$ cat src/common/asi_pkg.sv
// Purpose: Shared constants, register map and types of the async serial port with IR codec.
// Assumes: Register bus clock and serial reference clock are one 40 MHz clock.
// Notes:   Byte addresses are word aligned; narrower registers sit in the low bits.
package asi_pkg;
   // ----------------------------------------------------------------------
   // Clock and timing
   // ----------------------------------------------------------------------
   localparam int CLK_HZ = 40_000_000;
   localparam int LP_TICK_HZ = 1_842_000;
   localparam logic [7:0] LP_DIV_RESET = 8'(CLK_HZ / LP_TICK_HZ);
   localparam logic [3:0] LAST_TICK = 4'(16 - 1);
   localparam logic [3:0] SAMPLE_UART = 4'(8 - 1);
   localparam logic [3:0] SAMPLE_IR = 4'(4 - 1);
   localparam logic [3:0] IR_PULSE_TICKS = 4'h3;
   localparam logic [1:0] LP_PULSE_TICKS = 2'h3;
   localparam int DIV_INT_W = 16;
   localparam int DIV_FRAC_W = 6;
   localparam int FIFO_DEPTH = 16;
   localparam int CNT_W = $clog2(FIFO_DEPTH) + 1;
   // ----------------------------------------------------------------------
   // Register map (byte addresses)
   // ----------------------------------------------------------------------
   localparam logic [7:0] ADDR_DATA = 8'h00;
   localparam logic [7:0] ADDR_FLAG = 8'h08;
   localparam logic [7:0] ADDR_DIV_INT = 8'h0c;
   localparam logic [7:0] ADDR_DIV_FRAC = 8'h10;
   localparam logic [7:0] ADDR_LINE = 8'h14;
   localparam logic [7:0] ADDR_PORT = 8'h18;
   localparam logic [7:0] ADDR_LEVEL = 8'h1c;
   localparam logic [7:0] ADDR_REQ = 8'h20;
   localparam logic [7:0] ADDR_DMA = 8'h24;
   localparam logic [7:0] ADDR_ID = 8'h28;
   localparam logic [7:0] ADDR_LP_DIV = 8'h2c;
   // Flag register bit positions.
   localparam int FLAG_CTS = 0;
   localparam int FLAG_BUSY = 3;
   localparam int FLAG_RX_EMPTY = 4;
   localparam int FLAG_TX_FULL = 5;
   localparam int FLAG_RX_FULL = 6;
   localparam int FLAG_TX_EMPTY = 7;
   // Reset values.
   localparam logic [6:0] LINE_RESET = 7'h00;
   localparam logic [6:0] PORT_RESET = 7'h18;
   localparam logic [5:0] LEVEL_RESET = 6'h12;
   // ----------------------------------------------------------------------
   // Types
   // ----------------------------------------------------------------------
   typedef struct packed {
      logic [1:0] word_length_field;
      logic fifo_on_bit;
      logic two_stop;
      logic even_parity;
      logic parity_on;
      logic send_break;
   } asi_line_s;
   typedef struct packed {
      logic rts_flow;
      logic cts_flow;
      logic rx_on;
      logic tx_on;
      logic ir_lowpower;
      logic ir_on;
      logic port_on_bit;
   } asi_port_s;
   typedef struct packed {
      logic overrun;
      logic line_break;
      logic parity_err;
      logic frame_err;
      logic [7:0] data;
   } asi_rx_entry_s;
   typedef enum logic [2:0] {TX_IDLE, TX_START, TX_DATA, TX_PARITY, TX_STOP} asi_tx_state_e;
   typedef enum logic [2:0] {RX_IDLE, RX_START, RX_DATA, RX_PARITY, RX_STOP, RX_WAIT} asi_rx_state_e;
endpackage : asi_pkg

$ cat src/design/asi_tick_gen.sv
// Purpose: Fractional divider giving a one-cycle tick every div/2^FRAC clock cycles.
// Assumes: An integer part of zero stops the tick.
// Notes:   The remainder carries over, so the average rate is exact.
`timescale 1ns/1ps
module asi_tick_gen #(
   parameter int W = 22,
   parameter int FRAC = 6
) (
   // Clock and reset
   input wire logic clock,
   input wire logic resetn,
   // Divisor and tick
   input wire logic [W-1:0] div,
   output logic tick
);
   localparam logic [W:0] STEP = (W+1)'(1) << FRAC;
   logic [W:0] acc;
   wire logic [W:0] sum = acc + STEP;
   wire logic stopped = (div[W-1:FRAC] == '0);
   wire logic wrap = (sum >= {1'b0, div});

   always_ff @(posedge clock) begin
      if (!resetn || stopped) begin
         acc <= '0;
         tick <= 1'b0;
      end else begin
         acc <= wrap ? sum - {1'b0, div} : sum;
         tick <= wrap;
      end
   end
endmodule : asi_tick_gen

$ cat src/design/asi_fifo.sv
// Purpose: Synchronous FIFO that can shrink to one entry.
// Assumes: Push while full and pop while empty are ignored.
// Notes:   Read data shows the head entry without a pop.
`timescale 1ns/1ps
module asi_fifo #(
   parameter int W = 8,
   parameter int DEPTH = 16
) (
   // Clock and reset
   input wire logic clock,
   input wire logic resetn,
   // Control
   input wire logic one_deep,
   input wire logic push,
   input wire logic [W-1:0] push_data,
   input wire logic pop,
   // Status and head
   output logic [W-1:0] head,
   output logic [$clog2(DEPTH):0] count,
   output logic full,
   output logic empty
);
   localparam int AW = $clog2(DEPTH);
   logic [W-1:0] mem [DEPTH];
   logic [AW-1:0] wr_ptr;
   logic [AW-1:0] rd_ptr;
   wire logic do_push = push && !full;
   wire logic do_pop = pop && !empty;

   assign full = one_deep ? (count != '0) : (count == (AW+1)'(DEPTH));
   assign empty = (count == '0);
   assign head = mem[rd_ptr];

   always_ff @(posedge clock) begin
      if (do_push) begin
         mem[wr_ptr] <= push_data;
      end
   end

   always_ff @(posedge clock) begin
      if (!resetn) begin
         wr_ptr <= '0;
         rd_ptr <= '0;
         count <= '0;
      end else begin
         wr_ptr <= wr_ptr + AW'(do_push);
         rd_ptr <= rd_ptr + AW'(do_pop);
         count <= count + (AW+1)'(do_push) - (AW+1)'(do_pop);
      end
   end
endmodule : asi_fifo

$ cat src/design/asi_serial_port.sv
// Purpose: Async serial transceiver with IR pulse codec, FIFOs and a Wishbone slave.
// Assumes: Classic Wishbone, 32-bit data, ack one cycle after the request.
// Notes:   Serial reference clock and bus clock are the same clock here.
//
// What this block does
// - Baud tick comes from a 16-bit integer plus 6-bit fractional divisor.
// - Frames carry 5 to 8 data bits, optional parity, one or two stops.
// - DMA requests, false start rejection, break send and detect, flow control.
// - A read-only identification register tells this port apart.
// - FIFO enable bit switches both FIFOs; off means one entry deep.
// - Transmit FIFO 16 by 8, receive FIFO 16 by 12 with status.
// - Trigger level selectable at 1/8, 1/4, 1/2, 3/4, 7/8 depth.
// - A flag register reports FIFO occupancy for polling.
// - Normal IR sends zero as a 3/16 bit high pulse, one as low.
// - Low-power IR pulse lasts three low-power IR tick periods.
// - Receiver counts ticks on a low idle line; samples at 8th or 4th.
// - Still low at the sample point is a start bit, else false start.
// - Bits sampled every 16 ticks for the word length; parity checked.
// - Stop bit low flags framing error; character and flags go to FIFO.
`timescale 1ns/1ps
module asi_serial_port
   import asi_pkg::*;
#(
   parameter logic [31:0] PORT_ID = 32'h0000_0a51
) (
   // Clock and reset
   input wire logic clock,
   input wire logic resetn,
   // Wishbone slave
   input wire logic wb_cyc_i,
   input wire logic wb_stb_i,
   input wire logic wb_we_i,
   input wire logic [7:0] wb_adr_i,
   input wire logic [3:0] wb_sel_i,
   input wire logic [31:0] wb_dat_i,
   output logic [31:0] wb_dat_o,
   output logic wb_ack_o,
   // Serial line and flow control
   input wire logic rxd,
   output logic txd,
   input wire logic cts_n,
   output logic rts_n,
   // IR transceiver
   input wire logic ir_rx_in,
   output logic ir_tx_out_n,
   // DMA and level requests
   output logic tx_dma_req,
   output logic rx_dma_req,
   output logic tx_irq_req,
   output logic rx_irq_req
);
   import asi_pkg::*;

   // ----------------------------------------------------------------------
   // Registers and bus decode
   // ----------------------------------------------------------------------
   logic [15:0] div_int;
   logic [5:0] div_frac;
   asi_line_s line_control_reg;
   asi_port_s port_control_reg;
   logic [5:0] fifo_level_select_reg;
   logic [1:0] dma_ctrl;
   logic [7:0] lp_div;
   logic [31:0] next_dat;
   wire logic acc = wb_cyc_i && wb_stb_i && !wb_ack_o;
   wire logic wr = acc && wb_we_i;
   wire logic rd = acc && !wb_we_i;
   wire logic [7:0] adr = {wb_adr_i[7:2], 2'b00};
   wire logic [31:0] mask = {{8{wb_sel_i[3]}}, {8{wb_sel_i[2]}}, {8{wb_sel_i[1]}}, {8{wb_sel_i[0]}}};
   wire logic [31:0] wd = wb_dat_i & mask;

   function automatic logic [31:0] merge(input logic [31:0] old, input logic [31:0] nw, input logic [31:0] m);
      merge = (old & ~m) | nw;
   endfunction : merge

   // Synchronised pins.
   logic rxd_m, rxd_s, ir_m, ir_s, cts_m, cts_s;
   always_ff @(posedge clock) begin
      if (!resetn) begin
         {rxd_m, rxd_s, ir_m, ir_s} <= 4'hc;
         {cts_m, cts_s} <= 2'h3;
      end else begin
         {rxd_m, rxd_s, ir_m, ir_s} <= {rxd, rxd_m, ir_rx_in, ir_m};
         {cts_m, cts_s} <= {cts_n, cts_m};
      end
   end

   // ----------------------------------------------------------------------
   // Ticks and FIFOs
   // ----------------------------------------------------------------------
   logic tick, lp_tick;
   asi_tick_gen #(.W(DIV_INT_W + DIV_FRAC_W), .FRAC(DIV_FRAC_W)) u_baud (
      .clock(clock), .resetn(resetn), .div({div_int, div_frac}), .tick(tick));
   asi_tick_gen #(.W(8), .FRAC(0)) u_lp_tick (
      .clock(clock), .resetn(resetn), .div(lp_div), .tick(lp_tick));

   wire logic fifo_on = line_control_reg.fifo_on_bit;
   logic tx_pop, tx_full, tx_empty, rx_push, rx_full, rx_empty;
   logic [7:0] tx_head;
   logic [CNT_W-1:0] tx_count, rx_count;
   asi_rx_entry_s rx_entry, rx_head;
   wire logic tx_push = wr && adr == ADDR_DATA && wb_sel_i[0];
   wire logic rx_pop = rd && adr == ADDR_DATA;
   asi_fifo #(.W(8), .DEPTH(FIFO_DEPTH)) u_tx_fifo (
      .clock(clock), .resetn(resetn), .one_deep(!fifo_on), .push(tx_push), .push_data(wb_dat_i[7:0]),
      .pop(tx_pop), .head(tx_head), .count(tx_count), .full(tx_full), .empty(tx_empty));
   asi_fifo #(.W(12), .DEPTH(FIFO_DEPTH)) u_rx_fifo (
      .clock(clock), .resetn(resetn), .one_deep(!fifo_on), .push(rx_push), .push_data(rx_entry),
      .pop(rx_pop), .head(rx_head), .count(rx_count), .full(rx_full), .empty(rx_empty));

   // Trigger level in entries: code 0..4 gives 1/8, 1/4, 1/2, 3/4, 7/8.
   function automatic logic [CNT_W-1:0] level(input logic [2:0] code);
      case (code)
         3'h0: level = CNT_W'(FIFO_DEPTH / 8);
         3'h1: level = CNT_W'(FIFO_DEPTH / 4);
         3'h2: level = CNT_W'(FIFO_DEPTH / 2);
         3'h3: level = CNT_W'(FIFO_DEPTH * 3 / 4);
         default: level = CNT_W'(FIFO_DEPTH * 7 / 8);
      endcase
   endfunction : level
   wire logic [CNT_W-1:0] tx_level = level(fifo_level_select_reg[2:0]);
   wire logic [CNT_W-1:0] rx_level = level(fifo_level_select_reg[5:3]);
   wire logic next_tx_req = fifo_on ? (tx_count <= tx_level) : tx_empty;
   wire logic next_rx_req = fifo_on ? (rx_count >= rx_level) : !rx_empty;

   // ----------------------------------------------------------------------
   // Transmitter
   // ----------------------------------------------------------------------
   asi_tx_state_e tx_state;
   logic [3:0] tx_cnt;
   logic [2:0] tx_idx;
   logic [7:0] tx_char;
   logic tx_second;
   logic [1:0] lp_cnt;
   wire logic [2:0] last_idx = 3'h4 + {1'b0, line_control_reg.word_length_field};
   wire logic tx_par = line_control_reg.even_parity ? ^tx_char : ~^tx_char;
   wire logic tx_go = port_control_reg.port_on_bit && port_control_reg.tx_on && !tx_empty
      && !(port_control_reg.cts_flow && cts_s);
   wire logic tx_bit_end = tick && tx_cnt == LAST_TICK;
   assign tx_pop = tx_state == TX_IDLE && tx_go;
   wire logic tx_line = tx_state == TX_START ? 1'b0 : tx_state == TX_DATA ? tx_char[tx_idx]
      : tx_state == TX_PARITY ? tx_par : 1'b1;
   wire logic ir_pulse = !tx_line && (port_control_reg.ir_lowpower ? lp_cnt < LP_PULSE_TICKS
      : tx_cnt < IR_PULSE_TICKS);

   always_ff @(posedge clock) begin
      if (!resetn) begin
         tx_state <= TX_IDLE;
         tx_cnt <= '0;
         tx_idx <= '0;
         tx_char <= '0;
         tx_second <= 1'b0;
      end else begin
         if (tick && tx_state != TX_IDLE) begin
            tx_cnt <= tx_cnt + 4'h1;
         end
         case (tx_state)
            TX_IDLE: if (tx_go) begin
               tx_state <= TX_START;
               tx_char <= tx_head & (8'hff >> (2'h3 - line_control_reg.word_length_field));
               tx_cnt <= '0;
               tx_idx <= '0;
               tx_second <= 1'b0;
            end
            TX_START: if (tx_bit_end) begin
               tx_state <= TX_DATA;
            end
            TX_DATA: if (tx_bit_end) begin
               tx_idx <= tx_idx + 3'h1;
               if (tx_idx == last_idx) begin
                  tx_state <= line_control_reg.parity_on ? TX_PARITY : TX_STOP;
               end
            end
            TX_PARITY: if (tx_bit_end) begin
               tx_state <= TX_STOP;
            end
            TX_STOP: if (tx_bit_end) begin
               tx_second <= 1'b1;
               if (!line_control_reg.two_stop || tx_second) begin
                  tx_state <= TX_IDLE;
               end
            end
            default: tx_state <= TX_IDLE;
         endcase
      end
   end

   // Low-power pulse counter restarts at each bit boundary.
   always_ff @(posedge clock) begin
      if (!resetn || tx_bit_end || tx_state == TX_IDLE) begin
         lp_cnt <= '0;
      end else if (lp_tick && lp_cnt != LP_PULSE_TICKS) begin
         lp_cnt <= lp_cnt + 2'h1;
      end
   end

   // ----------------------------------------------------------------------
   // Receiver
   // ----------------------------------------------------------------------
   asi_rx_state_e rx_state;
   logic [3:0] rx_cnt, ir_hold;
   logic [2:0] rx_idx;
   logic [7:0] rx_char;
   logic rx_perr, rx_all_low, ovr_pend;
   // A zero pulse on the IR input is stretched over one bit time.
   always_ff @(posedge clock) begin
      if (!resetn) begin
         ir_hold <= '0;
      end else if (ir_s) begin
         ir_hold <= LAST_TICK;
      end else if (tick && ir_hold != '0) begin
         ir_hold <= ir_hold - 4'h1;
      end
   end
   wire logic ir_on = port_control_reg.ir_on;
   wire logic rx_line = ir_on ? !(ir_s || ir_hold != '0) : rxd_s;
   wire logic [3:0] samp_pt = ir_on ? SAMPLE_IR : SAMPLE_UART;
   wire logic rx_samp = tick && rx_cnt == LAST_TICK;
   wire logic rx_on = port_control_reg.port_on_bit && port_control_reg.rx_on;
   wire logic stop_done = rx_state == RX_STOP && rx_samp;
   wire logic rx_par_calc = line_control_reg.even_parity ? ^rx_char : ~^rx_char;
   assign rx_push = stop_done && !rx_full;
   assign rx_entry = '{overrun: ovr_pend, line_break: rx_all_low && !rx_line,
      parity_err: rx_perr, frame_err: !rx_line, data: rx_char};

   always_ff @(posedge clock) begin
      if (!resetn) begin
         rx_state <= RX_IDLE;
         rx_cnt <= '0;
         rx_idx <= '0;
         rx_char <= '0;
         rx_perr <= 1'b0;
         rx_all_low <= 1'b0;
      end else begin
         if (tick && rx_state != RX_IDLE) begin
            rx_cnt <= rx_cnt + 4'h1;
         end
         case (rx_state)
            RX_IDLE: if (rx_on && !rx_line) begin
               rx_state <= RX_START;
               rx_cnt <= '0;
               rx_idx <= '0;
               rx_char <= '0;
               rx_perr <= 1'b0;
               rx_all_low <= 1'b1;
            end
            RX_START: if (tick && rx_cnt == samp_pt) begin
               rx_state <= rx_line ? RX_IDLE : RX_DATA;
               rx_cnt <= '0;
            end
            RX_DATA: if (rx_samp) begin
               rx_char[rx_idx] <= rx_line;
               rx_all_low <= rx_all_low && !rx_line;
               rx_idx <= rx_idx + 3'h1;
               if (rx_idx == last_idx) begin
                  rx_state <= line_control_reg.parity_on ? RX_PARITY : RX_STOP;
               end
            end
            RX_PARITY: if (rx_samp) begin
               rx_perr <= rx_line != rx_par_calc;
               rx_all_low <= rx_all_low && !rx_line;
               rx_state <= RX_STOP;
            end
            RX_STOP: if (rx_samp) begin
               rx_state <= rx_line ? RX_IDLE : RX_WAIT;
            end
            RX_WAIT: if (rx_line) begin
               rx_state <= RX_IDLE;
            end
            default: rx_state <= RX_IDLE;
         endcase
      end
   end

   // An overrun marks the next character that does reach the FIFO.
   always_ff @(posedge clock) begin
      if (!resetn) begin
         ovr_pend <= 1'b0;
      end else if (stop_done) begin
         ovr_pend <= rx_full;
      end
   end

   // ----------------------------------------------------------------------
   // Register access
   // ----------------------------------------------------------------------
   wire logic [7:0] flags = {tx_empty, rx_full, tx_full, rx_empty,
      tx_state != TX_IDLE || !tx_empty, 2'b00, !cts_s};
   always_comb begin
      case (adr)
         ADDR_DATA: next_dat = rx_empty ? '0 : 32'(rx_head);
         ADDR_FLAG: next_dat = 32'(flags);
         ADDR_DIV_INT: next_dat = 32'(div_int);
         ADDR_DIV_FRAC: next_dat = 32'(div_frac);
         ADDR_LINE: next_dat = 32'(line_control_reg);
         ADDR_PORT: next_dat = 32'(port_control_reg);
         ADDR_LEVEL: next_dat = 32'(fifo_level_select_reg);
         ADDR_REQ: next_dat = {30'h0, rx_irq_req, tx_irq_req};
         ADDR_DMA: next_dat = 32'(dma_ctrl);
         ADDR_ID: next_dat = PORT_ID;
         ADDR_LP_DIV: next_dat = 32'(lp_div);
         default: next_dat = '0;
      endcase
   end

   always_ff @(posedge clock) begin
      if (!resetn) begin
         div_int <= '0;
         div_frac <= '0;
         line_control_reg <= LINE_RESET;
         port_control_reg <= PORT_RESET;
         fifo_level_select_reg <= LEVEL_RESET;
         dma_ctrl <= '0;
         lp_div <= LP_DIV_RESET;
      end else if (wr) begin
         case (adr)
            ADDR_DIV_INT: div_int <= 16'(merge(32'(div_int), wd, mask));
            ADDR_DIV_FRAC: div_frac <= 6'(merge(32'(div_frac), wd, mask));
            ADDR_LINE: line_control_reg <= 7'(merge(32'(line_control_reg), wd, mask));
            ADDR_PORT: port_control_reg <= 7'(merge(32'(port_control_reg), wd, mask));
            ADDR_LEVEL: fifo_level_select_reg <= 6'(merge(32'(fifo_level_select_reg), wd, mask));
            ADDR_DMA: dma_ctrl <= 2'(merge(32'(dma_ctrl), wd, mask));
            ADDR_LP_DIV: lp_div <= 8'(merge(32'(lp_div), wd, mask));
            default: ;
         endcase
      end
   end

   // ----------------------------------------------------------------------
   // Registered outputs
   // ----------------------------------------------------------------------
   always_ff @(posedge clock) begin
      if (!resetn) begin
         wb_ack_o <= 1'b0;
         wb_dat_o <= '0;
         txd <= 1'b1;
         ir_tx_out_n <= 1'b0;
         rts_n <= 1'b1;
         tx_dma_req <= 1'b0;
         rx_dma_req <= 1'b0;
         tx_irq_req <= 1'b0;
         rx_irq_req <= 1'b0;
      end else begin
         wb_ack_o <= acc;
         wb_dat_o <= rd ? next_dat : '0;
         txd <= !line_control_reg.send_break && (ir_on || tx_line);
         ir_tx_out_n <= ir_on && tx_state != TX_IDLE && ir_pulse;
         rts_n <= port_control_reg.rts_flow && rx_full;
         tx_dma_req <= dma_ctrl[0] && !tx_full;
         rx_dma_req <= dma_ctrl[1] && !rx_empty;
         tx_irq_req <= next_tx_req;
         rx_irq_req <= next_rx_req;
      end
   end
endmodule : asi_serial_port

$ cat config.mk
export PLATFORM = sky130hd
export DESIGN_NAME = asi_serial_port
export DESIGN_NICKNAME = d
export VERILOG_FILES = /design/src/common/asi_pkg.sv /design/src/design/asi_tick_gen.sv /design/src/design/asi_fifo.sv /design/src/design/asi_serial_port.sv
export SDC_FILE = /design/constraint.sdc
export NUM_CORES = 1
export LEC_CHECK = 0
export CAP_MARGIN = 20
export CORE_MARGIN = 2
export CORE_UTILIZATION = 45
export CTS_CLUSTER_DIAMETER = 80
export CTS_CLUSTER_SIZE = 25
export DETAILED_ROUTE_END_ITERATION = 8
export DONT_BUFFER_PORTS = 1
export GPL_TIMING_DRIVEN = 0
export PLACE_DENSITY_LB_ADDON = 0.3
export SLEW_MARGIN = 20
export SYNTH_ARGS = -nofsm -noshare
export SYNTH_HDL_FRONTEND = slang
export SYNTH_SLANG_ARGS = --single-unit
$ cat constraint.sdc
create_clock -name clock -period 6.7 [get_ports clock]
set_input_delay 0.335 -clock clock [delete_from_list [all_inputs] [get_ports clock]]
set_output_delay 0.335 -clock clock [all_outputs]
set_load 0.01 [all_outputs]
==> results by group <==
Synthesis
  • Syn_area_per_cell: 12.9 µm²
  • Post-synthesis sequential area ratio: 58.1%
  • Seq cells post-synth: slightly above 500
  • Cell Area, Synth: 23,000 µm²
  • Yosys cell types: 85
  • Ys async rst share: 0%
  • EDFF count, synth: 320
  • Post-synthesis cell count: approximately 1,800
  • Primary FF master, synth: edfxtp_1
  • YS warnings: 0

Floorplanning
  • Die W: 230 µm
  • Die span in y: 230 µm
  • Initial Util: 45.8%
  • IO Pins: 92
  • Row cnt: 82
  • CORE AREA: a little over 50,000 µm²
  • Total die area: roughly 53,000 µm²

Cells and area
  • Util after Layout: 50.0%
  • Share of layout cells above drive strength 1: 12.1%
  • Area growth syn-to-layout: 9.32%
  • Register Area: 13,400 µm²
  • Area occupied by multi-input gates: 9030 µm²
  • Most frequent cells in the layout: edfxtp_1 (320), dfxtp_1 (188), nand2_1 (135)
  • Total Nets Final: 1,989
  • Commonest non-fill, non-tap cell in the layout: edfxtp_1
  • FILL cells: 4,322
  • Final instance area: 25,200 µm²

Clock tree
  • Post-CTS setup buffers: 0
  • CTS Buf Count: 27
  • H-tree Lvls: 1
  • Clk_lat worst skew: 0.60 ns
  • Longest Clk Path Bufs: 3
  • Clock sinks: 508
  • CTS tree: built
  • Clk root buf: clkbuf_16
  • Clk slew on worst S/H paths: 0.10 ns

Timing
  • Fin Setup TNS: 0 ns
  • Measured slew at the worst slew-check pin: between 1 and 1.5 ns
  • Max-slew violations: 0
  • Final setup viols: 0
  • Max Freq: 0.269 GHz
  • Setup repair after global routing missed its margin: no
  • Period minus WS final: around 3.7 ns
  • Headroom to the max-slew limit: 20.8%
  • Final Skew: 0.0372 ns
  • Fin. Hold Viols: 0
  • Tcrit/Tclk final: between 50 and 60%

Pwr
  • Comb pwr share: 7.8%
  • Sw Ratio: 23.5%
  • Leak Pwr: 8.30 nW
  • Clock share of power: 32.7%
  • Internal power: 4.31 mW
  • Register share of total power: 59.4%
  • Tot Pwr: 5.64 mW
  • PwrDens: around 220 nW/µm²
  • P_sw: between 1 and 1.5 mW
  • Maximum vdd drop: 151 µV

GRT
  • Pin count of the biggest net entering global routing: 27
  • Aggregate global-route resource usage: 20.4%
  • Initial antenna violation count: 2
  • Vias in the first global route: 14,200
  • First-pass GRT wire length: 83.6 mm
  • GRT overflow: 0

Detailed routing
  • Wirelength per Cell: 21.2 µm
  • DRC viols: 0
  • Via count: between 10,000 and 15,000
  • Number of DRC markers in iteration 0: approximately 1,600
  • DRT Pass-1 Iters: 7
  • Final wirelength: 54.2 mm
  • Vias per std cell: 5.70
  • Final ANT Viol Nets: 0

Worst setup path
  • CP max FO: 10
  • CP arrival: 4.20 ns
  • Critical Path RT: just over 7 ns
  • Critical Path Source Type: register
  • Setup crit end kind: register
  • WS Path Type: reg -> reg

Min path
  • HP Class: in -> reg

Placement
  • GP Congestion: 0.893
  • Port buffer count: 0
  • Placed Instance Area: 24,100 µm²
  • Hpwl dp: 39.2 mm

Status
  • Status: complete, no violations

Job
  • Max_cap viols: 0
logic make-up after synthesis:
kind of cell / Yosys count / synth area share (%)
AOI/OAI and AO/OA: 273 / 8.17
xor gates and xnor gates: 87 / 3.37
adders and majority gates: 69 / 3.88
buffers and inverters: 172 / 3.21
DFF: 508 / 58.1
muxes: 145 / 11.7
other: 1 / 0.0163
and+or+nand+nor: 536 / 11.5
timing repair:
| action | in CTS | in global routing |
|---|---|---|
| hold endpoints to repair | 184 | 0 |
| resized for setup | 0 | 0 |
| hold buffers | 20 | 0 |
final timing paths:
kind                           start            endpoint  slack (ns)  cells past startpoint
hold / removal               wb_we_i         wb_dat_o[0]        0.04                      2
hold reg to reg                rxd_m               rxd_s        0.39                      1
setup reg to reg  u_tx_fifo.count[2]  u_tx_fifo.count[4]        2.98                     17
setup / recovery  u_tx_fifo.count[2]  u_tx_fifo.count[4]        2.98                     17
layer usage:
layer / vias up / track usage (%) / share of wire, %
met5: - / 0 / 0.024
met4: 2 / 4.38 / 1.8
met3: 72 / 3.01 / 7.0
met2: 489 / 32.8 / 46
met1: 7271 / 29.3 / 45
li1: 6782 / - / -
area by class of cell:
cell class / instances / share of cell area (%)
flip-flops and latches: 508 / 53.2
diodes: 1 / 0.00995
inverters: 73 / 1.09
well taps: 672 / 3.34
plain buffers: 99 / 1.85
repair buffers: 33 / 1.27
clock inverters: 12 / 0.552
clock buffers: 38 / 2.85
multi-input cells: 1126 / 35.9
cells in the mapped netlist (15+ instances only):
| master | number | area share [%] |
|---|---|---|
| a211oi_1 | 22 | 0.72 |
| a21boi_0 | 37 | 1.2 |
| a21o_1 | 15 | 0.49 |
| a21oi_1 | 60 | 1.3 |
| a31oi_1 | 16 | 0.43 |
| and2_1 | 37 | 1.0 |
| buf_2 | 18 | 0.39 |
| buf_4 | 17 | 0.55 |
| clkbuf_1 | 60 | 0.98 |
| dfxtp_1 | 188 | 16 |
| edfxtp_1 | 320 | 42 |
| ha_1 | 65 | 3.5 |
| inv_1 | 71 | 1.2 |
| mux2i_1 | 44 | 1.9 |
| mux4_2 | 100 | 9.8 |
| nand2_1 | 135 | 2.2 |
| nand2b_1 | 16 | 0.43 |
| nand3_1 | 80 | 1.7 |
| nand4_1 | 17 | 0.46 |
| nor2_1 | 121 | 2.0 |
| nor2b_1 | 38 | 1.0 |
| nor3_1 | 27 | 0.59 |
| o21ai_0 | 36 | 0.78 |
| xnor2_1 | 54 | 2.1 |
| xor2_1 | 32 | 1.2 |
worst max-delay path, stage by stage (launching register included):
cell and delay (ns):
dfxtp_1 0.35, inv_1 0.09, ha_1 0.14, nor3b_1 0.34, nor2b_1 0.36, nand4b_1 0.23
or2_2 0.16, clkinv_1 0.25, ha_1 0.39, inv_1 0.04, ha_1 0.19, inv_1 0.07
fa_1 0.20, inv_1 0.05, a21oi_1 0.17, nor2_1 0.07, or3_1 0.33, and3_1 0.18
power by group through the flow:
stage / clock network [mW] / registers (mW) / logic (mW)
after floorplan: 0 / 3.42 / 0.321
after global placement: 0 / 3.42 / 0.395
after detailed placement: 0 / 3.42 / 0.401
after CTS: 1.88 / 3.35 / 0.438
after global routing: 1.98 / 3.35 / 0.489
final: 1.85 / 3.35 / 0.440
through the flow:
step,std cells,worst slack [ns],hold slack [ns]
5_1_grt,2561,2.65,0.0247
4_1_cts,2561,2.99,0.000945
6_report,2562,2.98,0.0418
2_1_floorplan,1806,3.66,0.386
3_5_place_dp,2491,2.98,0.394
3_3_place_gp,2478,2.40,0.394
(Power assumes the default switching activity.)
